### config.mk
export PLATFORM = sky130hd
export DESIGN_NAME = pulse_sequence_timer
export DESIGN_NICKNAME = d
export VERILOG_FILES = /design/src/inc/pulse_timer_pkg.sv /design/src/hw/pulse_sequence_timer.sv
export SDC_FILE = /design/constraint.sdc
export NUM_CORES = 1
export LEC_CHECK = 0
export BUFFER_PORTS_ARGS = -buffer_cell sky130_fd_sc_hd__buf_2
export CAP_MARGIN = 25
export CORE_ASPECT_RATIO = 1.25
export CORE_MARGIN = 4
export CORE_UTILIZATION = 24
export CTS_CLUSTER_DIAMETER = 120
export CTS_CLUSTER_SIZE = 40
export DETAILED_ROUTE_END_ITERATION = 12
export GPL_TIMING_DRIVEN = 0
export PLACE_DENSITY = 0.39
export SLEW_MARGIN = 20
export SYNTH_ARGS = -nofsm -noshare
export SYNTH_HDL_FRONTEND = slang
export SYNTH_SLANG_ARGS = --single-unit
### constraint.sdc
create_clock -name mclk_i -period 18.3 [get_ports mclk_i]
set_clock_uncertainty 0.2 [all_clocks]
set_input_delay 0 -clock mclk_i [delete_from_list [all_inputs] [get_ports mclk_i]]
set_output_delay 0 -clock mclk_i [all_outputs]
set_load 0.01 [all_outputs]
### src/inc/pulse_timer_pkg.sv
package pulse_timer_pkg;

   // ==========================================================
   // Widths and counts
   localparam int CNT_W       = 16;
   localparam int ADDR_W      = 8;
   localparam int DATA_W      = 24;
   localparam int BITCNT_W    = 5;
   localparam int PAIR_COUNT  = 14;
   localparam int ADC_FIRST   = 10;
   localparam int REG_LAST    = 29;

   // ==========================================================
   // Register offsets
   localparam logic [7:0] REG_CONTROL                   = 8'h00;
   localparam logic [7:0] REG_RED_SAMPLE_START          = 8'h01;
   localparam logic [7:0] REG_RED_SAMPLE_END            = 8'h02;
   localparam logic [7:0] REG_RED_LIGHT_START           = 8'h03;
   localparam logic [7:0] REG_RED_LIGHT_END             = 8'h04;
   localparam logic [7:0] REG_RED_AMBIENT_SAMPLE_START  = 8'h05;
   localparam logic [7:0] REG_RED_AMBIENT_SAMPLE_END    = 8'h06;
   localparam logic [7:0] REG_IR_SAMPLE_START           = 8'h07;
   localparam logic [7:0] REG_IR_SAMPLE_END             = 8'h08;
   localparam logic [7:0] REG_IR_LIGHT_START            = 8'h09;
   localparam logic [7:0] REG_IR_LIGHT_END              = 8'h0A;
   localparam logic [7:0] REG_IR_AMBIENT_SAMPLE_START   = 8'h0B;
   localparam logic [7:0] REG_IR_AMBIENT_SAMPLE_END     = 8'h0C;
   localparam logic [7:0] REG_RED_CONVERT_START         = 8'h0D;
   localparam logic [7:0] REG_RED_CONVERT_END           = 8'h0E;
   localparam logic [7:0] REG_RED_AMBIENT_CONVERT_START = 8'h0F;
   localparam logic [7:0] REG_RED_AMBIENT_CONVERT_END   = 8'h10;
   localparam logic [7:0] REG_IR_CONVERT_START          = 8'h11;
   localparam logic [7:0] REG_IR_CONVERT_END            = 8'h12;
   localparam logic [7:0] REG_IR_AMBIENT_CONVERT_START  = 8'h13;
   localparam logic [7:0] REG_IR_AMBIENT_CONVERT_END    = 8'h14;
   localparam logic [7:0] REG_ADC_CLEAR0_START          = 8'h15;
   localparam logic [7:0] REG_ADC_CLEAR0_END            = 8'h16;
   localparam logic [7:0] REG_ADC_CLEAR1_START          = 8'h17;
   localparam logic [7:0] REG_ADC_CLEAR1_END            = 8'h18;
   localparam logic [7:0] REG_ADC_CLEAR2_START          = 8'h19;
   localparam logic [7:0] REG_ADC_CLEAR2_END            = 8'h1A;
   localparam logic [7:0] REG_ADC_CLEAR3_START          = 8'h1B;
   localparam logic [7:0] REG_ADC_CLEAR3_END            = 8'h1C;
   localparam logic [7:0] REG_PERIOD_TERMINAL_COUNT     = 8'h1D;
   localparam logic [7:0] REG_TIMER_VALUE               = 8'h1E;

   // ==========================================================
   // Fields and reset values
   localparam int          CTRL_READ_BIT = 0;
   localparam logic [15:0] EDGE_RESET    = 16'h0000;
   localparam logic        CTRL_RESET    = 1'b0;

   // ==========================================================
   // Timing
   localparam int OSC_DIVIDE    = 2;
   localparam int EDGE_STEP_PS  = 250000;
   localparam logic [4:0] ADDR_LAST_BIT = 5'h07;
   localparam logic [4:0] DATA_LAST_BIT = 5'h17;

   // ==========================================================
   // Serial port phases
   typedef enum logic [1:0] {
      SPI_IDLE = 2'b00,
      SPI_ADDR = 2'b01,
      SPI_DATA = 2'b11,
      SPI_DONE = 2'b10
   } spi_state_t;

endpackage

### src/hw/pulse_sequence_timer.sv
`timescale 1ns/1ps
// Summary of operation
// - One 16-bit up-counter on the 4 MHz tick is the shared time base.
// - Counter equal to period value returns to zero, starting a new period.
// - Oscillator clock is halved to make the 4 MHz timer tick.
// - The 4 MHz clock is driven out on a pin for the host.
// - Software sets rising and falling edge of eleven control signals.
// - Each output has its own compare of counter against start and stop.
// - Output drops in the cycle after the counter equals its stop value.
// - Equal start and stop values give a pulse of one timer cycle.
// - Edges count in 4 MHz cycles, a 0.25 us step.
// - ADC clear output has four start/stop pairs, four pulses per period.
// - Edge values are taken unchecked; software avoids overlap and overrun.
// - Edges live in 16-bit registers 01h to 1Ch, period at 1Dh.
// - Host writes all start, stop and period values over the serial port.
// - Sample outputs steer capacitor charging, convert outputs feed the ADC.
module pulse_sequence_timer
   import pulse_timer_pkg::*;
(
   input  wire logic mclk_i,
   input  wire logic rst_n_i,
   input  wire logic ce_i,
   input  wire logic osc_clk_i,
   input  wire logic spi_cs_n_i,
   input  wire logic spi_sclk_i,
   input  wire logic spi_mosi_i,
   output logic      spi_miso_o,
   output logic      clk_out_o,
   output logic      red_sample_o,
   output logic      red_light_o,
   output logic      red_ambient_sample_o,
   output logic      ir_sample_o,
   output logic      ir_light_o,
   output logic      ir_ambient_sample_o,
   output logic      red_convert_o,
   output logic      red_ambient_convert_o,
   output logic      ir_convert_o,
   output logic      ir_ambient_convert_o,
   output logic      adc_clear_o
);

   // ==========================================================
   // Reset release
   logic rst_meta;
   logic rst_sync;

   always_ff @(posedge mclk_i or negedge rst_n_i) begin
      if (!rst_n_i) begin
         rst_meta <= 1'b0;
         rst_sync <= 1'b0;
      end else begin
         rst_meta <= 1'b1;
         rst_sync <= rst_meta;
      end
   end

   // ==========================================================
   // Clock divider and tick
   logic osc_q;
   logic osc_prev;
   logic osc_rise;
   logic tick;

   assign osc_rise = osc_q & ~osc_prev;
   assign tick     = osc_rise & clk_out_o;

   always_ff @(posedge mclk_i or negedge rst_sync) begin
      if (!rst_sync) begin
         osc_q     <= 1'b0;
         osc_prev  <= 1'b0;
         clk_out_o <= 1'b0;
      end else if (ce_i) begin
         osc_q    <= osc_clk_i;
         osc_prev <= osc_q;
         if (osc_rise) begin
            clk_out_o <= ~clk_out_o;
         end
      end
   end

   // ==========================================================
   // Serial port
   spi_state_t        state;
   spi_state_t        next_state;
   logic [4:0]        bit_cnt;
   logic [7:0]        addr;
   logic [22:0]       data_sh;
   logic [23:0]       rd_sh;
   logic              read_en;
   logic              sclk_q;
   logic              sclk_prev;
   logic              sclk_rise;
   logic              sclk_fall;
   logic              addr_done;
   logic              wr_fire;
   logic              wr_allowed;
   logic [7:0]        rd_addr;
   logic [23:0]       wr_data;
   logic              rd_in_map;
   logic [15:0]       rd_value;
   logic [15:0]       regs [1:REG_LAST];
   logic [CNT_W-1:0]  cnt;

   assign sclk_rise  = sclk_q & ~sclk_prev;
   assign sclk_fall  = ~sclk_q & sclk_prev;
   assign addr_done  = (state == SPI_ADDR) & sclk_rise & (bit_cnt == ADDR_LAST_BIT);
   assign wr_fire    = (state == SPI_DATA) & sclk_rise & (bit_cnt == DATA_LAST_BIT) & ~spi_cs_n_i;
   assign wr_data    = {data_sh, spi_mosi_i};
   assign wr_allowed = (addr == REG_CONTROL) | ~read_en;
   assign rd_addr    = {addr[6:0], spi_mosi_i};
   assign rd_in_map  = (rd_addr >= REG_RED_SAMPLE_START) & (rd_addr <= REG_PERIOD_TERMINAL_COUNT);
   assign rd_value   = (rd_addr == REG_CONTROL)     ? {15'h0000, read_en} :
                       rd_in_map                    ? regs[rd_addr[4:0]] :
                       (rd_addr == REG_TIMER_VALUE) ? cnt : 16'h0000;

   always_comb begin
      next_state = state;
      if (spi_cs_n_i) begin
         next_state = SPI_IDLE;
      end else begin
         case (state)
            SPI_IDLE: begin
               next_state = SPI_ADDR;
            end
            SPI_ADDR: begin
               if (addr_done) begin
                  next_state = SPI_DATA;
               end
            end
            SPI_DATA: begin
               if (wr_fire) begin
                  next_state = SPI_DONE;
               end
            end
            SPI_DONE: begin
               next_state = SPI_DONE;
            end
            default: begin
               next_state = SPI_IDLE;
            end
         endcase
      end
   end

   always_ff @(posedge mclk_i or negedge rst_sync) begin
      if (!rst_sync) begin
         state     <= SPI_IDLE;
         sclk_q    <= 1'b0;
         sclk_prev <= 1'b0;
         bit_cnt   <= 5'h00;
      end else if (ce_i) begin
         state     <= next_state;
         sclk_q    <= spi_sclk_i;
         sclk_prev <= sclk_q;
         if (next_state != state) begin
            bit_cnt <= 5'h00;
         end else if (sclk_rise) begin
            bit_cnt <= bit_cnt + 5'h01;
         end
      end
   end

   always_ff @(posedge mclk_i or negedge rst_sync) begin
      if (!rst_sync) begin
         addr    <= 8'h00;
         data_sh <= 23'h00_0000;
      end else if (ce_i && sclk_rise) begin
         if (state == SPI_ADDR) begin
            addr <= rd_addr;
         end
         if (state == SPI_DATA) begin
            data_sh <= wr_data[22:0];
         end
      end
   end

   always_ff @(posedge mclk_i or negedge rst_sync) begin
      if (!rst_sync) begin
         rd_sh      <= 24'h00_0000;
         spi_miso_o <= 1'b0;
      end else if (ce_i) begin
         if (addr_done) begin
            rd_sh <= read_en ? {8'h00, rd_value} : 24'h00_0000;
         end else if (sclk_fall && state == SPI_DATA) begin
            spi_miso_o <= rd_sh[23];
            rd_sh      <= {rd_sh[22:0], 1'b0};
         end
         if (spi_cs_n_i) begin
            spi_miso_o <= 1'b0;
         end
      end
   end

   always_ff @(posedge mclk_i or negedge rst_sync) begin
      if (!rst_sync) begin
         read_en <= CTRL_RESET;
      end else if (ce_i && wr_fire && addr == REG_CONTROL) begin
         read_en <= wr_data[CTRL_READ_BIT];
      end
   end

   // ==========================================================
   // Edge and period registers
   genvar g;
   generate
      for (g = 1; g <= REG_LAST; g++) begin : g_reg
         always_ff @(posedge mclk_i or negedge rst_sync) begin
            if (!rst_sync) begin
               regs[g] <= EDGE_RESET;
            end else if (ce_i && wr_fire && wr_allowed && addr == 8'(g)) begin
               regs[g] <= wr_data[15:0];
            end
         end
      end
   endgenerate

   // ==========================================================
   // Time base
   logic             wrap;
   logic [CNT_W-1:0] next_cnt;
   logic [15:0]      period;

   assign period   = regs[REG_PERIOD_TERMINAL_COUNT[4:0]];
   assign wrap     = (cnt == period);
   assign next_cnt = wrap ? 16'h0000 : cnt + 16'h0001;

   always_ff @(posedge mclk_i or negedge rst_sync) begin
      if (!rst_sync) begin
         cnt <= 16'h0000;
      end else if (ce_i && tick) begin
         cnt <= next_cnt;
      end
   end

   // ==========================================================
   // Compare units
   logic [PAIR_COUNT-1:0] pair_q;
   logic [PAIR_COUNT-1:0] next_pair;
   logic                  adc_q;

   generate
      for (g = 0; g < PAIR_COUNT; g++) begin : g_cmp
         assign next_pair[g] = (next_cnt == regs[2*g+1]) | (pair_q[g] & (cnt != regs[2*g+2]));
         always_ff @(posedge mclk_i or negedge rst_sync) begin
            if (!rst_sync) begin
               pair_q[g] <= 1'b0;
            end else if (ce_i && tick) begin
               pair_q[g] <= next_pair[g];
            end
         end
      end
   endgenerate

   always_ff @(posedge mclk_i or negedge rst_sync) begin
      if (!rst_sync) begin
         adc_q <= 1'b0;
      end else if (ce_i && tick) begin
         adc_q <= |next_pair[PAIR_COUNT-1:ADC_FIRST];
      end
   end

   // ==========================================================
   // Outputs
   assign red_sample_o          = pair_q[0];
   assign red_light_o           = pair_q[1];
   assign red_ambient_sample_o  = pair_q[2];
   assign ir_sample_o           = pair_q[3];
   assign ir_light_o            = pair_q[4];
   assign ir_ambient_sample_o   = pair_q[5];
   assign red_convert_o         = pair_q[6];
   assign red_ambient_convert_o = pair_q[7];
   assign ir_convert_o          = pair_q[8];
   assign ir_ambient_convert_o  = pair_q[9];
   assign adc_clear_o           = adc_q;
endmodule

==> impl_metrics.csv <==
group,metric,value,unit
sta,rsz0062_at_grt,"false",
routing,finalWirelength,152.1,mm
setup_path,rr_startpoint,"cnt[1]$_DFFE_PN0P_",
routing,routedWlPerCell,34.96,microns
sta,period_minus_slack,5.069,ns
yosys,yosys.area_share.xor_xnor,13.13,%
power_and_ir_drop,p_per_area,87.73,mW/mm^2
yosys,synthFlopType,"dfrtp_1",
cts,cts.sinks,558,
setup_path,crit_slowest_cell,"nor2_2",
floorplan,pin_count,20,
global_routing,grtUsageMet3,3.145,%
power_and_ir_drop,power,3.037,mW
final_layout,final_common_cell,"dfrtp_1",
routing,drt-pass1-iter-count,6,
final_layout,fin_area,0.03462,sq mm
power_and_ir_drop,seqPwrFrac,42.8,%
power_and_ir_drop,peakVddDrop,0.06118,mV
power_and_ir_drop,p_leak,16.70,nW
yosys,synth_top_family_by_area,"multiplexers",
sta,slew_headroom,15.83,%
setup_path,rr_worst_depth,10,
global_routing,groute.usage.overall,22.18,%
floorplan,die_area,0.1350,sq mm
sta,setup_violations,0,
cts,post_cts_resized,0,
power_and_ir_drop,clkPwrFrac,21.5,%
yosys,synth_compound_area_share,4.195,%
yosys,ys_async_sr_fraction,100.0,%
global_routing,grt_pass1_wl,206.0,mm
setup_path,cp_cell_sequence,"buf_2 -> and4_1 -> clkbuf_1 -> nand4_1 -> xor2_1 -> nor2_2 -> buf_2 -> xor2_1 -> or4_1 -> o31ai_1",
cts,cts-root-buf,"clkbuf_16",
cts,clk_pin_slew_worst_paths,0.16,ns
global_routing,antenna_found_initial,11,
routing,first_iter_violations,2109,
global_routing,grt_busiest_layer,"met2",
global_routing,met2_usage,37.35,%
setup_path,required,18.59,ns
cts,clk_latency,0.65,ns
setup_path,endpoint_kind,"register",
setup_path,criticalPathCategory,"reg2reg",
setup_path,start_kind,"register",
floorplan,coreArea,0.1284,sq mm
power_and_ir_drop,netSwitchingFraction,41.37,%
place,dpl-instance-area,0.03387,sq mm
routing,vias,22600,
yosys,ys_warn_count,0,
global_routing,grt_max_degree,58,
flow_run,drv_cap,0,
routing,detail-route-antenna-nets,0,
setup_path,path_buf_inv,3,
worst_hold_path,hp-class,"in2reg",
yosys,synthesis.area,0.03099,sq mm
global_routing,use_met1,26.48,%
yosys,netlist_instances,2543,
yosys,synth_edf_count,0,
power_and_ir_drop,pwr-share-comb,35.7,%
sta,fmax,197.3,MHz
worst_hold_path,worst_hold_path.endpoint,"osc_prev$_DFFE_PN0P_",
setup_path,critical_path.top_delay_family,"simple AND/OR/NAND/NOR gates",
place,hpwl,114.2,mm
routing,viasPerCell,5.196,
sta,worst_slew_pin_slew,1.255,ns
sta,whs,0.05017,ns
cts,cts_buffer_depth,3,
setup_path,regToRegEndpoint,"ir_sample_o$_DFFE_PN0P_",
status,status,"complete, no violations",
power_and_ir_drop,switchingPower,1.257,mW
cts,cts_made_buffers,19,
global_routing,globalRouteOverflowTotal,0,
setup_path,max_stage_delay,0.78,ns
yosys,syn_avg_cell_area,12.19,sq um
floorplan,die_y,409.8,microns
power_and_ir_drop,intPower,1.781,mW
yosys,synth_fa_ha_area_share,0.08074,%
place,place.gp.congestion,1.019,
worst_hold_path,min_from,"ce_i",
place,io_buffers,19,
setup_path,rrSetupSlack,13.23,ns
yosys,yosys.area_share.simple,8.018,%
yosys,yosysUniqueCellTypes,66,
yosys,synth_mux_area_share,26.42,%
final_layout,area_growth,11.70,%
yosys,yosysSeqAreaShare,45.05,%
cts,cts_setup_buffers,0,
yosys,syn-num-nets,2552,
routing,drc_errors,0,
final_layout,drive_gt1_share,30.88,%
floorplan,fp.dieW,329.4,microns
floorplan,row_count,147,
yosys,ys_ff_latch,558,
global_routing,grt_pass1_vias,23230,
sta,fin_crit_sh,27.70,%
sta,final-hold-violation-count,0,
final_layout,nets,2635,
setup_path,critPathMaxFanout,10,
worst_hold_path,hold_depth,4,
setup_path,crit_arrival,5.36,ns
cts,cts_tree,"yes",
cts,cts_max_level,1,
floorplan,start_util,24.14,%
sta,slew_violations,0,
final_layout,final_cell_mix,"557 x dfrtp_1, 506 x mux2_2, 295 x xor2_1, 164 x xnor2_1, 137 x nand2_1",
==> through the flow <==
step	setup TNS, ns	setup slack, ns	instances	util (%)
floorplan	0	1.395	2543	-
finish	0	13.23	4350	26.97
global placement	-3353.70	-6.179	4275	25.88
CTS	0	13.25	4344	26.94
detailed placement	0	13.30	4302	26.38
global route	0	13.19	4346	26.96
==> cells by family after synthesis <==
group	after synthesis
adders and majority gates	2
AOI/OAI and AO/OA	192
DFF	558
xor gates and xnor gates	462
and+or+nand+nor	484
muxes	632
buffers and inverters	212
other	1
==> layer usage <==
layer	part of all wire (%)	wire, microns
met4	7.9	11980
met3	5.5	8432
met2	48	73480
met5	0.036	54
met1	38	58130
==> cell usage after synthesis (25+ instances only) <==
| cell | instances | share of area, % |
|---|---|---|
| xor2_1 | 295 | 8.3 |
| buf_2 | 60 | 0.97 |
| a21oi_1 | 38 | 0.61 |
| nor3_1 | 32 | 0.52 |
| nor2_1 | 85 | 1.0 |
| dfrtp_1 | 558 | 45 |
| mux4_2 | 98 | 7.1 |
| nand2_1 | 138 | 1.7 |
| clkbuf_1 | 105 | 1.3 |
| mux2_2 | 506 | 18 |
| buf_1 | 25 | 0.30 |
| nand4_1 | 46 | 0.93 |
| nor4_1 | 54 | 1.1 |
| nand3_1 | 48 | 0.78 |
| xnor2_1 | 164 | 4.6 |
| mux2i_1 | 25 | 0.81 |
| o21ai_0 | 57 | 0.92 |
==> worst min-delay path, cell delays in order <==
cell	delay, ns
dlygate4sd3_1	0.52
buf_2	0.16
nand2_1	0.07
o21ai_0	0.07
==> worst max-delay path by stage <==
stage	from	endpoint	slack, ns	cells after the start
after global routing	cnt[1]$_DFFE_PN0P_	red_ambient_convert_o$_DFFE_PN0P_	13.19	11
after detailed placement	cnt[1]$_DFFE_PN0P_	ir_sample_o$_DFFE_PN0P_	13.30	10
after global placement	rst_sync$_DFF_PN0_	regs[376]$_DFFE_PN0P_	-6.18	0
final	cnt[1]$_DFFE_PN0P_	ir_sample_o$_DFFE_PN0P_	13.23	10
after floorplan	rst_sync$_DFF_PN0_	adc_clear_o$_DFFE_PN0P_	1.40	0
after CTS	cnt[1]$_DFFE_PN0P_	ir_sample_o$_DFFE_PN0P_	13.25	10
==> layout make-up <==
| cell class | count | area [sq um] |
|---|---|---|
| plain buffers | 206 | 969.7 |
| well taps | 1713 | 2143 |
| inverters | 6 | 22.52 |
| flip-flops and latches | 558 | 13970 |
| diodes | 4 | 10.01 |
| fillers | 13480 | 93760 |
| clock buffers | 21 | 483.0 |
| repair buffers | 62 | 810.8 |
| multi-input cells | 1773 | 16110 |
| clock inverters | 7 | 97.59 |
==> state kept, by name, indices dropped and copies added (netlist names), 2 cells and up <==
register	count
period	16
addr	8
cnt	16
bit_cnt	5
data_sh	15
state	2
regs	448
rd_sh	24
pair_q	4
==> what timing repair did <==
| action | CTS | global route |
|---|---|---|
| hold buffers | 14 | 0 |
| setup endpoints to repair | 0 | 0 |
| hold endpoints to repair | 27 | 0 |
==> power by group through the flow <==
| stage | Sequential (mW) | Clock [mW] | Combinational, mW |
|---|---|---|---|
| floorplan | 1.33 | 0 | 0.548 |
| global placement | 1.35 | 0 | 1.02 |
| detailed placement | 1.32 | 0 | 1.06 |
| CTS | 1.30 | 0.672 | 1.07 |
| global route | 1.30 | 0.704 | 1.11 |
| finish | 1.30 | 0.653 | 1.09 |
No activity file was read; power rests on OpenSTA's default activity.
